File: src/rtl/sct_defs.vh
// register offsets, field positions, reset values and timing constants of the touch sequencer
`ifndef SCT_DEFS_VH
`define SCT_DEFS_VH
`define SCT_ADDR_W 16
`define SCT_OFF_CONFIG 16'hA150
`define SCT_OFF_TIMING 16'hA151
`define SCT_OFF_CMD 16'hA152
`define SCT_OFF_CNT_LO 16'hA153
`define SCT_OFF_CNT_HI 16'hA154
`define SCT_RST_CONFIG 8'h00
`define SCT_RST_TIMING 8'h00
`define SCT_RST_CMD 8'h00
// config fields
`define SCT_CFG_EN 7
`define SCT_CFG_PSR 6
`define SCT_CFG_REF 5
`define SCT_CFG_VTH 4
`define SCT_CFG_CDT_HI 3
`define SCT_CFG_CDT_LO 0
// timing fields
`define SCT_TIM_PAD 7
`define SCT_TIM_ZERO_HI 6
`define SCT_TIM_ZERO_LO 4
`define SCT_TIM_FIL_HI 3
`define SCT_TIM_FIL_LO 0
// command fields
`define SCT_CMD_IEN 7
`define SCT_CMD_CNT_HI 6
`define SCT_CMD_CNT_LO 5
`define SCT_CMD_ASH 4
`define SCT_CMD_RPT_HI 3
`define SCT_CMD_RPT_LO 2
`define SCT_CMD_IRQF 1
`define SCT_CMD_GO 0
// clear timing in system clock periods
`define SCT_CLR_PRE 4
`define SCT_CLR_UNIT 128
`define SCT_CLR_POST 1
`define SCT_CNT_W 18
`endif

File: src/rtl/sct_touch_seq.v
// switched-capacitance touch sequencer with register port
// Summary of operation
// - start clears reference capacitor, then releases switch
// - charge key, dump to reference, count cycles
// - threshold reached in the last conversion: stop, store count, set flag
// - irq shares the first touch controller vector
// - all durations counted in system clock periods
// - config: enable, prng, reference_select, threshold_select, charge_dump_time
// - reference select: 0 core, 1 high supply
// - threshold select: 0 half, 1 three quarters
// - charge and dump phases last charge_dump_time plus one
// - clear switch lasts 4+128*(zero+1)+1 clocks
// - pad clear enables pulldown zero*128 clocks
// - comparator filtered: last n samples all ones
// - repeat field sets conversions, counts accumulate 18 bits
// - command register bit layout as specified
// - flag set by hardware, cleared only by software
// - start launches sequence, self clears when done
// - count cleared on start, holds result after
`timescale 1ns/1ns
`include "sct_defs.vh"
module sct_touch_seq #(
	parameter CNT_W = `SCT_CNT_W,
	parameter PRNG_SEED = 8'hA5
) (
	input wire core_clk_in,
	input wire arst_n_in,
	input wire [`SCT_ADDR_W-1:0] reg_addr_in,
	input wire [7:0] reg_wdata_in,
	input wire reg_wr_in,
	input wire reg_rd_in,
	input wire cmp_in,
	output reg [7:0] reg_rdata_out,
	output reg ref_clear_sw_out,
	output reg pad_pulldown_out,
	output reg key_charge_sw_out,
	output reg key_dump_sw_out,
	output reg double_current_out,
	output reg reference_select_out,
	output reg threshold_select_out,
	output reg comparator_enable_out,
	output reg irq_out
);
	localparam ST_IDLE = 3'h0;
	localparam ST_CLEAR = 3'h1;
	localparam ST_CHARGE = 3'h2;
	localparam ST_DUMP = 3'h3;
	localparam ST_DONE = 3'h4;

	reg [7:0] config_q;
	reg [7:0] timing_q;
	reg irq_enable_q;
	reg auto_shift_q;
	reg [1:0] repeat_count_q;
	reg irq_flag_q;
	reg busy_q;
	reg [CNT_W-1:0] cycle_count_q;
	reg [CNT_W-1:0] acc_q;
	reg [2:0] state_q;
	reg [10:0] tmr_q;
	reg [2:0] conv_q;
	wire [2:0] conv_last;
	reg [7:0] prng_q;
	reg filt_clr_q;
	wire cmp_filt;
	wire [3:0] cd_time = config_q[`SCT_CFG_CDT_HI:`SCT_CFG_CDT_LO];
	wire [2:0] zero_len = timing_q[`SCT_TIM_ZERO_HI:`SCT_TIM_ZERO_LO];
	wire [10:0] clr_len;
	wire [10:0] pad_len;
	wire start_wr;
	wire done_evt;
	wire [CNT_W-1:0] acc_next;
	wire [CNT_W-1:0] result;

	// clear length 4 + 128*(zero+1) + 1, pulldown length zero*128
	assign clr_len = 11'd`SCT_CLR_PRE + ({8'h00, zero_len} + 11'h001) * 11'd`SCT_CLR_UNIT
		+ 11'd`SCT_CLR_POST;
	assign pad_len = {1'b0, zero_len, 7'h00};
	assign start_wr = reg_wr_in && (reg_addr_in == `SCT_OFF_CMD)
		&& reg_wdata_in[`SCT_CMD_GO] && !busy_q;
	assign acc_next = acc_q + 1'b1;
	// two to the repeat field conversions per start, so the shift restores one conversion
	assign conv_last = {&repeat_count_q, repeat_count_q[1], |repeat_count_q};
	// the last conversion ends when the filter is tripped at the end of a dump
	// a disabled controller never completes, so an abort leaves the flag alone
	assign done_evt = (state_q == ST_DUMP) && (tmr_q == 11'h000) && cmp_filt
		&& (conv_q == conv_last) && config_q[`SCT_CFG_EN];
	// scale back to one conversion; cost is lost low bits
	assign result = auto_shift_q ? (acc_next >> repeat_count_q) : acc_next;

	// the filter is held empty in idle and clear
	// so a stale trip from the last run cannot end a fresh conversion
	sct_cmp_filter #(
		.DEPTH_W(4)
	) u_filt (
		.core_clk_in(core_clk_in),
		.arst_n_in(arst_n_in),
		.clr_in(filt_clr_q),
		.depth_in(timing_q[`SCT_TIM_FIL_HI:`SCT_TIM_FIL_LO]),
		.sample_in(cmp_in),
		.filt_out(cmp_filt)
	);

	// register writes and hardware-owned status bits
	always @(posedge core_clk_in or negedge arst_n_in) begin
		if (!arst_n_in) begin
			config_q <= `SCT_RST_CONFIG;
			timing_q <= `SCT_RST_TIMING;
			irq_enable_q <= 1'b0;
			auto_shift_q <= 1'b0;
			repeat_count_q <= 2'h0;
			irq_flag_q <= 1'b0;
		end else begin
			if (reg_wr_in && reg_addr_in == `SCT_OFF_CONFIG)
				config_q <= reg_wdata_in;
			if (reg_wr_in && reg_addr_in == `SCT_OFF_TIMING)
				timing_q <= reg_wdata_in;
			if (reg_wr_in && reg_addr_in == `SCT_OFF_CMD) begin
				irq_enable_q <= reg_wdata_in[`SCT_CMD_IEN];
				auto_shift_q <= reg_wdata_in[`SCT_CMD_ASH];
				// repeat is held steady while a run is going
				if (!busy_q)
					repeat_count_q <= reg_wdata_in[`SCT_CMD_RPT_HI:`SCT_CMD_RPT_LO];
			end
			// writing zero clears the flag; completion in the same cycle wins
			if (done_evt)
				irq_flag_q <= 1'b1;
			else if (reg_wr_in && reg_addr_in == `SCT_OFF_CMD && !reg_wdata_in[`SCT_CMD_IRQF])
				irq_flag_q <= 1'b0;
		end
	end

	// phases of one start:
	//   clear: reference switch on for the clear length, filter held empty
	//   charge: key charge switch on for cd_time plus one clocks
	//   dump: key onto the reference for cd_time plus one clocks, one count each
	//   a filtered trip at the end of a dump ends the conversion
	//   further conversions clear the reference again and keep accumulating
	// the count register only loads at the final conversion,
	// so software never sees a partial total
	// sequencer: clear, then charge and dump until threshold, per conversion
	always @(posedge core_clk_in or negedge arst_n_in) begin
		if (!arst_n_in) begin
			state_q <= ST_IDLE;
			tmr_q <= 11'h000;
			conv_q <= 3'h0;
			busy_q <= 1'b0;
			acc_q <= {CNT_W{1'b0}};
			cycle_count_q <= {CNT_W{1'b0}};
			filt_clr_q <= 1'b1;
			prng_q <= PRNG_SEED;
		end else begin
			filt_clr_q <= 1'b0;
			case (state_q)
			ST_IDLE: begin
				filt_clr_q <= 1'b1;
				if (start_wr && config_q[`SCT_CFG_EN]) begin
					busy_q <= 1'b1;
					cycle_count_q <= {CNT_W{1'b0}};
					acc_q <= {CNT_W{1'b0}};
					conv_q <= 3'h0;
					tmr_q <= clr_len - 11'h001;
					state_q <= ST_CLEAR;
				end
			end
			ST_CLEAR: begin
				filt_clr_q <= 1'b1;
				if (tmr_q == 11'h000) begin
					tmr_q <= {7'h00, cd_time};
					state_q <= ST_CHARGE;
				end else begin
					tmr_q <= tmr_q - 11'h001;
				end
			end
			ST_CHARGE: begin
				if (tmr_q == 11'h000) begin
					tmr_q <= {7'h00, cd_time};
					state_q <= ST_DUMP;
				end else begin
					tmr_q <= tmr_q - 11'h001;
				end
			end
			ST_DUMP: begin
				if (tmr_q == 11'h000) begin
					acc_q <= acc_next;
					// one step per charge-and-dump cycle, maximal-length sequence
					prng_q <= {prng_q[6:0], prng_q[7] ^ prng_q[5] ^ prng_q[4] ^ prng_q[3]};
					if (done_evt) begin
						cycle_count_q <= result;
						state_q <= ST_DONE;
					end else if (cmp_filt) begin
						conv_q <= conv_q + 3'h1;
						tmr_q <= clr_len - 11'h001;
						state_q <= ST_CLEAR; // next repeated conversion
					end else begin
						tmr_q <= {7'h00, cd_time};
						state_q <= ST_CHARGE;
					end
				end else begin
					tmr_q <= tmr_q - 11'h001;
				end
			end
			ST_DONE: begin
				busy_q <= 1'b0;
				filt_clr_q <= 1'b1;
				state_q <= ST_IDLE;
			end
			default: begin
				state_q <= ST_IDLE;
			end
			endcase
			// disabling the controller aborts a run
			if (!config_q[`SCT_CFG_EN] && state_q != ST_IDLE) begin
				state_q <= ST_IDLE;
				busy_q <= 1'b0;
			end
		end
	end

	// analog controls and interrupt, all registered
	always @(posedge core_clk_in or negedge arst_n_in) begin
		if (!arst_n_in) begin
			ref_clear_sw_out <= 1'b0;
			pad_pulldown_out <= 1'b0;
			key_charge_sw_out <= 1'b0;
			key_dump_sw_out <= 1'b0;
			double_current_out <= 1'b0;
			reference_select_out <= 1'b0;
			threshold_select_out <= 1'b0;
			comparator_enable_out <= 1'b0;
			irq_out <= 1'b0;
		end else begin
			ref_clear_sw_out <= (state_q == ST_CLEAR);
			// pulldown runs during the leading part of the clear window
			pad_pulldown_out <= (state_q == ST_CLEAR) && timing_q[`SCT_TIM_PAD]
				&& (clr_len - 11'h001 - tmr_q < pad_len);
			key_charge_sw_out <= (state_q == ST_CHARGE);
			key_dump_sw_out <= (state_q == ST_DUMP);
			double_current_out <= config_q[`SCT_CFG_PSR] && prng_q[0];
			reference_select_out <= config_q[`SCT_CFG_REF];
			threshold_select_out <= config_q[`SCT_CFG_VTH];
			comparator_enable_out <= config_q[`SCT_CFG_EN];
			// feeds the vector shared with the first touch controller
			irq_out <= irq_flag_q && irq_enable_q;
		end
	end

	// register map, byte wide:
	//   config: enable, pseudo-random, reference, threshold, charge-dump time
	//   timing: pad clear, clear duration, filter depth
	//   command: irq enable, count top bits, auto shift, repeat, flag, start/busy
	//   count low and high bytes are read-only; writes there are ignored
	// read data one cycle after the read strobe; unmapped reads give zero
	always @(posedge core_clk_in or negedge arst_n_in) begin
		if (!arst_n_in) begin
			reg_rdata_out <= 8'h00;
		end else if (reg_rd_in) begin
			case (reg_addr_in)
			`SCT_OFF_CONFIG: reg_rdata_out <= config_q;
			`SCT_OFF_TIMING: reg_rdata_out <= timing_q;
			`SCT_OFF_CMD: reg_rdata_out <= {irq_enable_q, cycle_count_q[17:16], auto_shift_q,
				repeat_count_q, irq_flag_q, busy_q};
			`SCT_OFF_CNT_LO: reg_rdata_out <= cycle_count_q[7:0];
			`SCT_OFF_CNT_HI: reg_rdata_out <= cycle_count_q[15:8];
			default: reg_rdata_out <= 8'h00;
			endcase
		end else begin
			reg_rdata_out <= 8'h00;
		end
	end
endmodule

File: src/rtl/sct_cmp_filter.v
// comparator digital filter: output high when the last n samples were all ones
`timescale 1ns/1ns
`include "sct_defs.vh"
module sct_cmp_filter #(
	parameter DEPTH_W = 4
) (
	input wire core_clk_in,
	input wire arst_n_in,
	input wire clr_in,
	input wire [DEPTH_W-1:0] depth_in,
	input wire sample_in,
	output reg filt_out
);
	reg [DEPTH_W:0] run_q;
	// run length of consecutive ones, saturating one above the selected depth
	always @(posedge core_clk_in or negedge arst_n_in) begin
		if (!arst_n_in) begin
			run_q <= {(DEPTH_W+1){1'b0}};
			filt_out <= 1'b0;
		end else if (clr_in || !sample_in) begin
			run_q <= {(DEPTH_W+1){1'b0}};
			filt_out <= 1'b0;
		end else begin
			if (run_q <= {1'b0, depth_in})
				run_q <= run_q + 1'b1;
			// a depth of zero still needs one high sample
			filt_out <= (run_q + 1'b1 >= {1'b0, depth_in});
		end
	end
endmodule

File: config.mk
export PLATFORM = sky130hd
export DESIGN_NAME = sct_touch_seq
export DESIGN_NICKNAME = d
export VERILOG_FILES = /design/src/rtl/sct_touch_seq.v /design/src/rtl/sct_cmp_filter.v
export VERILOG_INCLUDE_DIRS = /design/src /design/src/rtl
export SDC_FILE = /design/constraint.sdc
export NUM_CORES = 1
export LEC_CHECK = 0
export ABC_AREA = 1
export BUFFER_PORTS_ARGS = -buffer_cell sky130_fd_sc_hd__buf_2
export CORE_UTILIZATION = 60
export CTS_CLUSTER_SIZE = 8
export DETAILED_ROUTE_END_ITERATION = 10
export GPL_ROUTABILITY_DRIVEN = 0
export PLACE_DENSITY = 0.78
export RECOVER_POWER = 25
export SYNTH_ARGS = -nofsm -noshare
export SYNTH_HDL_FRONTEND = slang
export SYNTH_SLANG_ARGS = --single-unit
File: constraint.sdc
create_clock -name core_clk_in -period 3.5 [get_ports core_clk_in]
set_input_delay 0.525 -clock core_clk_in [delete_from_list [all_inputs] [get_ports core_clk_in]]
set_output_delay 0.525 -clock core_clk_in [all_outputs]
set_load 0.005 [all_outputs]
# After elaboration in Yosys (flattened, before gate mapping)
# Index checks and enable logic that the tools add are counted.
# op_classes
add_sub_neg,9
n_lt_le_gt_ge,3
n_eq_ne,20
shifts,1
muxes,37
n_bitwise,4
n_reduce_logical,41
# op_table
operator,count
two-way mux 18 bit,5
== test 16 bit (second input constant),5
one-hot mux 18 bit (2 select lines),2
two-way mux 11 bit,5
one-hot mux 8 bit (5 select lines),1
one-hot mux 11 bit (3 select lines),1
two-way mux 3 bit,10
subtractor 11 x 1 -> 11 bit (second input constant),2
adder 18 x 1 -> 18 bit (second input constant),1
right shift 18 x 2 -> 18 bit,1
logical AND 1 bit,16
inequality test 3 bit (second input constant),5
one-hot mux 3 bit (4 select lines),1
adder 11 x 1 -> 11 bit (second input constant),1
adder 3 x 11 -> 11 bit (first input constant),1
logical NOT 11 bit,1
less-than comparator 11 x 10 -> 1 bit,1
subtractor 11 bit,1
two-way mux 5 bit,2
nonzero test 3 bit,3
two-way mux 8 bit,1
inequality test 2 bit (second input constant),4
AND reduction 2 bit,4
AND reduction 4 bit,2
24 further kinds,39
# word_totals
regBits,107
out_inout_bits,17
wordCells,141

# Logic depth before layout (Yosys ltp)
# Gate-level depths: netlist (run 1).
# logic_depth
ltp_word,9
mapped_depth,12

# Cells and area by module
# A second synthesis (run 1) with hierarchy kept.
# hier_totals
hier_cells,947
hier_area_um2,6618.8
# modules_own_cells
module,instances,cells_per_inst,area_each_um2,seq_area_each_um2
sct_touch_seq,1,868,6059.6,2533.7
sct_cmp_filter,1,79,559.3,150.1

# Worst setup path after synthesis (run 1)
# OpenSTA, ideal clock, no wires.
# synth_path
kind,in2reg
startpoint,in reg_addr_in[12]
endpoint,reg acc_q[15]
setup_time_ns,0.118
arrival_time_ns,1.760
required_time_ns,3.382
slack_ns,1.622
path_stages,11
n_path_buf,1
cell_sequence,inv_1 > nand2_1 > nor2_1 > nand3_2 > nor2_8 > nand4_4 > nand2_4 > nand3_4 > buf_6 > nand2_1 > o21ai_2
# synth_via
elab_chain_cells,7
# synth_lines
item,line_no,text
"start, declared",sct_touch_seq.v:28,"input wire [`SCT_ADDR_W-1:0] reg_addr_in,"
== test 16 bit,-,
logical AND 1 bit (3 in a row),sct_touch_seq.v:79,assign start_wr = reg_wr_in && (reg_addr_in == `SCT_OFF_CMD)
logical AND 1 bit,sct_touch_seq.v:157,if (start_wr && config_q[`SCT_CFG_EN]) begin
inequality test 2 bit (no source line),-,
AND reduction 3 bit (no source line),-,
"end signal, assigned",sct_touch_seq.v:148,acc_q <= {CNT_W{1'b0}};
"end signal, assigned",sct_touch_seq.v:160,acc_q <= {CNT_W{1'b0}};
"end signal, assigned",sct_touch_seq.v:185,acc_q <= acc_next;
"end, declared",sct_touch_seq.v:58,reg [CNT_W-1:0] acc_q;
# No other way between the ends.
# A chain may end at the register's enable or synchronous reset.

# Worst setup path in the final report (run 1)
# layout_path
startpoint,reg tmr_q[0]
endpoint,reg cycle_count_q[1]
# layout_via
elab_chain_cells,7
# layout_lines
item,line_no,text
"start, declared",sct_touch_seq.v:60,reg [10:0] tmr_q;
"start signal, assigned",sct_touch_seq.v:162,tmr_q <= clr_len - 11'h001;
"start signal, assigned",sct_touch_seq.v:169,"tmr_q <= {7'h00, cd_time};"
"start signal, assigned",sct_touch_seq.v:172,tmr_q <= tmr_q - 11'h001;
logical NOT 11 bit (*),"sct_touch_seq.v:86, sct_touch_seq.v:184",
logical AND 1 bit (2 in a row),sct_touch_seq.v:86,assign done_evt = (state_q == ST_DUMP) && (tmr_q == 11'h000) && cmp_filt
logical AND 1 bit,sct_touch_seq.v:87,&& (conv_q == conv_last) && config_q[`SCT_CFG_EN];
logical AND 1 bit,sct_touch_seq.v:86,
inequality test 2 bit (no source line),-,
AND reduction 4 bit (no source line) (*),-,
"end signal, assigned",sct_touch_seq.v:149,cycle_count_q <= {CNT_W{1'b0}};
"end signal, assigned",sct_touch_seq.v:159,cycle_count_q <= {CNT_W{1'b0}};
"end signal, assigned",sct_touch_seq.v:189,cycle_count_q <= result;
"end, declared",sct_touch_seq.v:57,reg [CNT_W-1:0] cycle_count_q;
# Every way passes the cells marked *; elsewhere a longest branch is shown, timed or not.

==> results by group, run 1 <==
Run status
  – Outcome: finished with violations
  – Failing checks: capacitance limit, slew limit

Route
  – Avg WL per Cell: approximately 15 um
  – Vias: about 6300
  – Router iterations before antenna repair: 5
  – Via density: ~5.6
  – Remaining antenna violation count: 0
  – Iter 0 DRT Violations: about 540
  – DRC: 0
  – Total wire length: roughly 17000 um

Timing
  – Final slew viol count: 72
  – Fin crit period: 2.43 ns
  – Highest clock rate: just over 400 MHz
  – Final Hold Fails: 0
  – Total Neg Setup Slack: 0 ns
  – Final Hold Slack: around 0.39 ns
  – Worst-margin pin slew: around 1.8 ns
  – Slew margin rel.: -0.209
  – Finish-stage setup viols: 0
  – Worst clock skew: 0.0130 ns
  – Fin crit share: 0.694
  – RSZ-0062 raised after global routing: no

Place
  – Placed cells: 1105
  – HPWL after detailed placement: about 13000 um
  – Number of buffers added on ports: 45

Clocking
  – Root buffer cell: clkbuf_8
  – CTS buffer count: 9
  – TritonCTS clock tree: built
  – Cts hold-fix bufs: 0
  – Clock slew seen by the registers of the worst setup and hold paths: between 0.1 and 0.15 ns
  – Postcts setup bufs: 0
  – # clock sinks: 107
  – H-tree levels: 3
  – Clock Latency Late Sink: 0.41 ns
  – Longest Clk Path Bufs: 2
  – Post_cts resized: 0

Cells and area
  – Layout filler cell count: ~1000
  – Area grow syn2layout: 7.74%
  – Fraction of layout cells with a size suffix above 1: 0.128
  – Fin cells: between 1000 and 1500
  – Most frequent cells in the layout: 307 x nand2_1, 105 x nand3_1, 102 x dfrtp_1, 95 x inv_1, 87 x nor2_1
  – Sequential cell area: 2680 um^2
  – Multi-input gate area: 3560 um^2
  – Commonest non-fill, non-tap cell in the layout: nand2_1
  – Final nets: just over 1000
  – Diodes inserted: 0

Pwr
  – Total power: 3250 uW
  – Clock power share: 0.227
  – Combinational share of power: 0.332
  – Leak: 0.00355 uW
  – Total internal power: 1920 uW
  – P_sw: 1330 uW
  – PD cells: about 450 nW/um^2
  – Seq pwr share: 0.441
  – IR drop worst, VDD: 314 uV
  – Switching share of total power: 0.410

Worst setup path
  – Critical Path Start Type: flop
  – Critical path class: flop to flop
  – CP arrival: 2.71 ns
  – Critical Path Most Common Cell: nand2_1
  – Critical path cell sequence: inv_1, ha_1, nand2_1, nor2_2, nand3_2, nor2_2, nand3_2, nand2_1, nand3_4, nand2_1, o21ai_0
  – Crit-path slowest cell: dfrtp_1
  – Crit Path Max Fanout: 19
  – Worst setup EP type: flop
  – CP peak stage delay: roughly 0.4 ns
  – CP Data Required Time: 3.79 ns

Global route
  – Vias in the first global route: 6003
  – First-pass GRT wire length: 28600 um
  – Gr usage total: 0.322
  – Grt ovf: 0
  – Initial antenna violation count: 0
  – Largest net degree at the start of global routing: 72

Yosys
  – Synthesis warning total: 0
  – Leading area contributor after synthesis: dfrtp_1
  – Total nets after synthesis: 979
  – Syn Inst Count: 932
  – Top cells by area, synth: dfrtp_1 38%, nand2_1 17%, nand3_1 7.8%
  – Unique masters post-synth: 40
  – Netlist Area Pre-Place: 6730 um^2
  – Synthesis-stage register bit count: roughly 110
  – Sequential fraction of the synthesis area: 0.399
  – Avg Cell Area, Syn: 7.22 um^2
  – Synth top area share: 0.379

Floorplanning
  – Die width: 108 um
  – IO Pins: 46
  – FP Rows: 38
  – Starting Density: 0.618
  – Core region area: 10900 um^2
  – Die area: 11600 um^2
  – Die H: 108 um

Hold path
  – HP Class: primary input to flop

Flow run
  – MaxCap Viol Count: 1
[cell families after synthesis]
family,Yosys count,share of synthesized area
AND/OR/NAND/NOR,550,0.361
AO/OA/AOI/OAI,118,0.107
buffers and inverters,118,0.0720
flip-flops,107,0.399
XOR/XNOR,21,0.0273
adder cells (fa/ha/maj),18,0.0335
[cell usage after synthesis, drive strengths merged]
cell and n:
a21boi 1, a21oi 27, a31oi 3, and2 1
buf 11, clkbuf 7, clkinv 2, dfrtp 102
dfstp 5, ha 18, inv 98, nand2 312
nand3 111, nand3b 4, nand4 12, nor2 97
nor3 10, nor3b 1, o211ai 4, o21a 1
o21ai 76, o21bai 2, o221ai 1, o31ai 3
or2 2, xnor2 6, xor2 15
[critical path, delay by kind of cell, from the launching register on]
family | cells | cell delay (ns)
and+or+nand+nor | 8 | 1.44
buffers and inverters | 1 | 0.14
DFF | 1 | 0.40
AOI/OAI and AO/OA | 1 | 0.08
adders and majority gates | 1 | 0.24
[routing by layer]
metal / global-route usage / up-vias / part of all wire
li1: - / 3094 / -
met1: 0.416 / 3003 / 0.44
met2: 0.521 / 196 / 0.48
met3: 0.0654 / 40 / 0.055
met4: 0.141 / 0 / 0.029
met5: 0 / - / 0
[sequential cells by signal, indices dropped and copies added, names as in the netlist, 5 cells and up]
signal         flops
prng_q             8
cycle_count_q     18
reg_rdata_out      8
timing_q           8
acc_q             18
config_q           8
u_filt.run_q       5
tmr_q             11
[power groups by stage]
stage	registers (uW)	logic, uW	clock network (uW)
finish	1430	1080	739
global route	1440	1220	799
CTS	1430	1070	755
detailed placement	1450	1070	0
global placement	1450	1040	0
floorplan	1430	847	0
[worst paths after layout]
kind,startpoint,to,slack (ns),cells after the start
setup reg to reg,tmr_q[0]$_DFFE_PN0P_,cycle_count_q[1]$_DFFE_PN0P_,1.07,11
hold / removal,reg_wdata_in[5],config_q[5]$_DFFE_PN0P_,0.39,3
setup / recovery,tmr_q[0]$_DFFE_PN0P_,cycle_count_q[1]$_DFFE_PN0P_,1.07,11
max in group asynchronous,arst_n_in,prng_q[2]$_DFFE_PN1N_,1.73,2
min in group asynchronous,arst_n_in,tmr_q[6]$_DFFE_PN0P_,0.61,1
hold reg to reg,config_q[4]$_DFFE_PN0P_,threshold_select_out$_DFF_PN0_,0.42,0
[metrics by stage]
stage	cell area, um^2	setup WS [ns]	util
after floorplan	6730	1.62	-
after global placement	7070	1.16	0.649
after detailed placement	7070	1.08	0.649
after CTS	7250	1.08	0.666
after global routing	7250	0.810	0.666
final	7250	1.07	0.666
[layout make-up]
class | instances | share of cell area
sequential | 107 | 0.370
tap | 140 | 0.0242
multi-input combinational | 707 | 0.491
clock buffer | 9 | 0.0171
clock inverter | 7 | 0.00829
inverter | 100 | 0.0518
timing repair buffer | 51 | 0.0373
No activity file was read; power rests on OpenSTA's default activity.
==> run 2, diff against run 1 <==
==> constraint.sdc (replaced) <==
create_clock -name core_clk_in -period 2.25 [get_ports core_clk_in]
set_input_delay 0.3375 -clock core_clk_in [delete_from_list [all_inputs] [get_ports core_clk_in]]
set_output_delay 0.3375 -clock core_clk_in [all_outputs]
set_load 0.005 [all_outputs]
==> results by group, run 2 (synthesis gave the netlist of run 1 again) <==
Clocking
  – Clock slew seen by the registers of the worst setup and hold paths: ~0.12 ns
  – Clock Latency Late Sink: 0.40 ns
  – CTS buffer count: 9
  – Root buffer cell: clkbuf_8
  – # clock sinks: about 110
  – TritonCTS clock tree: built
  – H-tree levels: 3
  – Longest Clk Path Bufs: 2
  – Postcts setup bufs: 0

Global route
  – Grt ovf: 0
  – Initial antenna violation count: 0
  – Vias in the first global route: 5933
  – First-pass GRT wire length: 28600 um
  – Largest net degree at the start of global routing: 38
  – Gr usage total: 0.320

Floorplanning
  – Die H: roughly 110 um
  – IO Pins: 46
  – Starting Density: 0.618
  – Core region area: 10900 um^2
  – Die width: 108 um
  – FP Rows: 38
  – Die area: between 10000 and 15000 um^2

Route
  – Iter 0 DRT Violations: ~470
  – Remaining antenna violation count: 0
  – DRC: 0
  – Avg WL per Cell: 15.4 um
  – Router iterations before antenna repair: 6
  – Vias: approximately 6300
  – Total wire length: between 15000 and 20000 um
  – Via density: 5.58

Worst setup path
  – Critical path cell sequence: inv_1, ha_1, nand2_1, o31ai_1, xor2_1, ha_1, a21oi_1, nor2_1, nor2_1
  – Critical Path Start Type: flop
  – Worst setup EP type: flop
  – Worst setup slack for register-to-register paths: 0.13 ns
  – CP top delay family: adder cells
  – Worst path depth: 9
  – Crit-path slowest cell: dfrtp_2
  – Crit Path Max Fanout: 6
  – R2r startpoint: timing_q[4]$_DFFE_PN0P_
  – CP arrival: 2.46 ns
  – CP peak stage delay: 0.47 ns
  – Critical path class: flop to flop
  – R2r endpoint: pad_pulldown_out$_DFF_PN0_
  – Worst-case reg-to-reg path depth: 9
  – Buf/Inv on CP: 1
  – CP Data Required Time: around 2.6 ns

Timing
  – Worst setup margin: 0.130 ns
  – Highest clock rate: 472 MHz
  – RSZ-0062 raised after global routing: yes
  – Worst-margin pin slew: 0.891 ns
  – Slew margin rel.: 0.406
  – Fin crit share: 0.942
  – Fin crit period: 2.12 ns
  – Final slew viol count: 0
  – Finish-stage setup viols: 0
  – Worst clock skew: approximately 0.019 ns
  – Final Hold Fails: 0

Hold path
  – Worst Hold Path Cells: 3
  – HP Class: primary input to flop
  – Hold path endpoint: repeat_count_q[1]$_DFFE_PN0P_
  – Hold wc startpoint: reg_wdata_in[3]

Pwr
  – Total power: 5310 uW
  – Leak: 0.00362 uW
  – IR drop worst, VDD: 565 uV
  – PD cells: slightly above 700 nW/um^2

Place
  – HPWL after detailed placement: between 10000 and 15000 um
  – Number of buffers added on ports: 45
  – Pre-CTS setup slack: approximately 0.14 ns

Flow run
  – MaxCap Viol Count: 0

Cells and area
  – Final nets: about 1000
  – Fraction of layout cells with a size suffix above 1: 0.143
  – Most frequent cells in the layout: 304 x nand2_1, 105 x nand3_1, 101 x dfrtp_1, 95 x inv_1, 86 x nor2_1
  – Commonest non-fill, non-tap cell in the layout: nand2_1
  – Diodes inserted: 0
  – Top flop regs: acc_q (18), cycle_count_q (18), tmr_q (11)
  – Area grow syn2layout: 9.93%

Run status
  – Outcome: finished, final reports clean
==> run 2: cell types whose count changed in the layout (fill, tap and decap cells not counted), sizes merged <==
cell | previous run | this run
dlygate4sd3 | 0 | 1
nand3 | 111 | 112
clkinvlp | 2 | 0
inv | 101 | 103
buf | 50 | 58
clkbuf | 10 | 11
==> run 2: per-stage QoR <==
| stage | cell area, um^2 | cells | setup TNS [ns] | util | hold WS [ns] |
|---|---|---|---|---|---|
| floorplan | 6730 | 932 | 0 | - | 0.0419 |
| global placement | 7160 | 1114 | 0 | 0.658 | 0.299 |
| detailed placement | 7160 | 1114 | 0 | 0.658 | 0.302 |
| CTS | 7370 | 1131 | 0 | 0.677 | 0.163 |
| global route | 7400 | 1132 | -0.0163 | 0.679 | 0.181 |
| finish | 7400 | 1132 | 0 | 0.679 | 0.184 |
==> run 2: routing by layer <==
| layer | share of wire | vias up | track usage |
|---|---|---|---|
| li1 | - | 3118 | - |
| met1 | 0.44 | 2976 | 0.423 |
| met2 | 0.48 | 189 | 0.528 |
| met3 | 0.057 | 39 | 0.0648 |
| met4 | 0.025 | 0 | 0.0998 |
| met5 | 0 | - | 0 |
==> run 2: worst register-to-register path: cells and delay by family, from the launching register on <==
kind | cells | cell delay (ns)
AOI/OAI and AO/OA | 2 | 0.49
xor gates and xnor gates | 1 | 0.19
adders and majority gates | 2 | 0.57
buffers and inverters | 1 | 0.10
DFF | 1 | 0.47
and+or+nand+nor | 3 | 0.24
==> run 2: final cells by class <==
type | instances | area (um^2)
clock buffers | 9 | 124
clock inverters | 7 | 78.8
fillers | 977 | 3490
inverters | 100 | 375
multi-input cells | 708 | 3600
flip-flops and latches | 107 | 2690
well taps | 140 | 175
repair buffers | 61 | 358
==> run 2: worst max-delay path by stage <==
| stage | end | slack (ns) | from |
|---|---|---|---|
| after CTS | pad_pulldown_out$_DFF_PN0_ | 0.07 | timing_q[4]$_DFFE_PN0P_ |
| after global placement | pad_pulldown_out$_DFF_PN0_ | 0.16 | timing_q[4]$_DFFE_PN0P_ |
| final | pad_pulldown_out$_DFF_PN0_ | 0.13 | timing_q[4]$_DFFE_PN0P_ |
| after detailed placement | pad_pulldown_out$_DFF_PN0_ | 0.14 | timing_q[4]$_DFFE_PN0P_ |
| after floorplan | pad_pulldown_out$_DFF_PN0_ | 0.40 | timing_q[4]$_DFFE_PN0P_ |
| after global routing | cycle_count_q[15]$_DFFE_PN0P_ | -0.01 | tmr_q[0]$_DFFE_PN0P_ |
==> run 2: power breakdown <==
| group | internal, uW | switching [uW] | total [uW] | leakage [uW] |
|---|---|---|---|---|
| sequential | 2070 | 161 | 2230 | 0.00144 |
| combinational | 585 | 1270 | 1860 | 0.00208 |
| clock | 449 | 770 | 1220 | 0.000104 |
==> run 2: what timing repair did <==
item                                    4_1_cts  5_1_grt
endpoints found under the setup margin        0       28
hold endpoints to repair                     27        0
hold buffers                                  1        0
gates resized for setup                       0        9
==> run 3, diff against run 2 <==
--- a/config.mk
+++ b/config.mk
@@ -8,11 +8,13 @@
 export LEC_CHECK = 0
 export ABC_AREA = 1
 export BUFFER_PORTS_ARGS = -buffer_cell sky130_fd_sc_hd__buf_2
-export CORE_UTILIZATION = 60
+export CELL_PAD_IN_SITES_DETAIL_PLACEMENT = 0
+export CELL_PAD_IN_SITES_GLOBAL_PLACEMENT = 1
+export CORE_UTILIZATION = 45
 export CTS_CLUSTER_SIZE = 8
 export DETAILED_ROUTE_END_ITERATION = 10
 export GPL_ROUTABILITY_DRIVEN = 0
-export PLACE_DENSITY = 0.78
+export PLACE_DENSITY = 0.8
 export RECOVER_POWER = 25
 export SYNTH_ARGS = -nofsm -noshare
 export SYNTH_HDL_FRONTEND = slang
==> constraint.sdc (replaced) <==
create_clock -name core_clk_in -period 2.34 [get_ports core_clk_in]
set_input_delay 0.351 -clock core_clk_in [delete_from_list [all_inputs] [get_ports core_clk_in]]
set_output_delay 0.351 -clock core_clk_in [all_outputs]
set_load 0.005 [all_outputs]
==> results by group, run 3 (synthesis gave the netlist of run 1 again) <==
Cells and area
  – Final nets: slightly above 1000
  – Area grow syn2layout: 11.5%
  – Final Util: 0.516
  – Fin area: 7500 um^2
  – Fraction of layout cells with a size suffix above 1: 0.139
  – Top flop regs: acc_q (18), cycle_count_q (18), tmr_q (11)
  – Commonest non-fill, non-tap cell in the layout: nand2_1
  – Most frequent cells in the layout: 305 x nand2_1, 105 x nand3_1, 102 x dfrtp_1, 95 x inv_1, 87 x nor2_1
  – Layout filler cell count: 1496
  – Diodes inserted: 0

Pwr
  – Combinational share of power: 0.323
  – PD cells: 724 nW/um^2
  – Clock power share: 0.282
  – Leak: 0.00366 uW
  – Seq pwr share: 0.395
  – Switching share of total power: 0.393
  – Total internal power: 3300 uW
  – IR drop worst, VDD: slightly below 500 uV
  – P_sw: 2130 uW
  – Total power: 5430 uW

Worst setup path
  – CP arrival: 2.40 ns
  – R2r startpoint: tmr_q[0]$_DFFE_PN0P_
  – CP Data Required Time: approximately 2.6 ns
  – Worst setup EP type: flop
  – Worst-case reg-to-reg path depth: 11
  – Critical path class: flop to flop
  – Worst setup slack for register-to-register paths: 0.20 ns
  – R2r endpoint: cycle_count_q[12]$_DFFE_PN0P_
  – Critical Path Start Type: flop
  – Crit Path Max Fanout: 9

Route
  – Iter 0 DRT Violations: 351
  – Remaining antenna violation count: 0
  – Avg WL per Cell: 15.6 um
  – Router iterations before antenna repair: 5
  – Vias: 6102
  – Via density: 5.19
  – DRC: 0
  – Total wire length: about 18000 um

Global route
  – Grt peak-use layer: met2
  – Vias in the first global route: 5895
  – Initial antenna violation count: 0
  – GR Layer Usage met1: 0.325
  – Largest net degree at the start of global routing: 39
  – GR Layer Usage met2: 0.424
  – Gr usage total: 0.248
  – Grt ovf: 0
  – Met3 GRT Util: 0.0352
  – First-pass GRT wire length: roughly 30000 um

Hold path
  – Hold wc startpoint: reg_wdata_in[3]
  – HP Class: primary input to flop
  – Hold path endpoint: repeat_count_q[1]$_DFFE_PN0P_
  – Worst Hold Path Cells: 3

Flow run
  – MaxCap Viol Count: 0

Clocking
  – CTS buffer count: 9
  – Longest Clk Path Bufs: 2
  – Clock slew seen by the registers of the worst setup and hold paths: 0.08 ns
  – Postcts setup bufs: 0
  – H-tree levels: 3
  – TritonCTS clock tree: built
  – # clock sinks: 107
  – Clock Latency Late Sink: 0.36 ns
  – Root buffer cell: clkbuf_16

Timing
  – Final Hold Fails: 0
  – Finish-stage setup viols: 0
  – Slew margin rel.: 0.373
  – Highest clock rate: 466 MHz
  – Fin crit share: 0.916
  – Final slew viol count: 0
  – Worst-margin pin slew: 0.940 ns
  – Final Hold Slack: 0.252 ns
  – Worst clock skew: about 0.0097 ns
  – Fin crit period: ~2.1 ns

Run status
  – Outcome: finished, final reports clean

Floorplanning
  – Starting Density: 0.463
  – IO Pins: 46
  – Die width: about 120 um
  – Die H: 124 um
  – FP Rows: 44
  – Die area: 15400 um^2
  – Core region area: 14500 um^2

Place
  – HPWL after detailed placement: 13900 um
  – Number of buffers added on ports: 45
  – Dpl cell area: between 7000 and 8000 um^2
-- run 3: cell count changes in the layout (fill, tap and decap cells not counted), sizes merged --
cell	change
buf	-2
clkbuf	+1
-- run 3: power by group through the flow --
stage                     clock [uW]  combinational [uW]  sequential, uW
final                           1530                1750            2150
after global routing            1630                1980            2170
after CTS                       1560                1730            2140
after detailed placement           0                1730            2180
after global placement             0                1730            2180
after floorplan                    0                1270            2140
-- run 3: area by class of cell --
cell class              instances  area [um^2]  area share
multi-input cells             708         3570       0.477
repair buffers                 60          353      0.0471
flip-flops and latches        107         2680       0.358
clock buffers                   9          225      0.0300
well taps                     184          230      0.0307
clock inverters                 7         56.3     0.00751
inverters                     100          375      0.0501
-- run 3: how the worst max path moves through the flow --
stage	from	to	slack (ns)
final	tmr_q[0]$_DFFE_PN0P_	cycle_count_q[12]$_DFFE_PN0P_	0.20
after global routing	tmr_q[0]$_DFFE_PN0P_	cycle_count_q[6]$_DFFE_PN0P_	-0.005
after CTS	tmr_q[0]$_DFFE_PN0P_	cycle_count_q[17]$_DFFE_PN0P_	0.18
after detailed placement	tmr_q[0]$_DFFE_PN0P_	cycle_count_q[1]$_DFFE_PN0P_	0.20
after global placement	reg_addr_in[12]	config_q[0]$_DFFE_PN0P_	0.22
after floorplan	timing_q[4]$_DFFE_PN0P_	pad_pulldown_out$_DFF_PN0_	0.49
-- run 3: timing repair --
item,4_1_cts,5_1_grt
hold endpoints to repair,34,0
endpoints found under the setup margin,0,19
hold buffers,1,0
resized for setup,0,2
-- run 3: per-stage QoR --
step	setup slack [ns]	TNS, ns	cells
floorplan	0.491	0	932
global placement	0.223	0	1157
detailed placement	0.199	0	1157
CTS	0.176	0	1174
global route	-0.00516	-0.0120	1175
finish	0.196	0	1175
-- run 3: metal layers --
layer,vias to the layer above,share of wire
met1,2863,0.46
met2,98,0.49
met4,0,0.016
met3,16,0.031
li1,3125,-
met5,-,0
-- run 3: critical path: stages, from the launching register on --
cell and delay (ns):
dfrtp_1 0.39, inv_1 0.14, ha_1 0.24, nand2_1 0.13
nor2_2 0.17, nand3_2 0.13, nor2_2 0.16, nand3_2 0.14
nand2_2 0.16, nand3_2 0.21, nand2_1 0.12, nand2_1 0.05
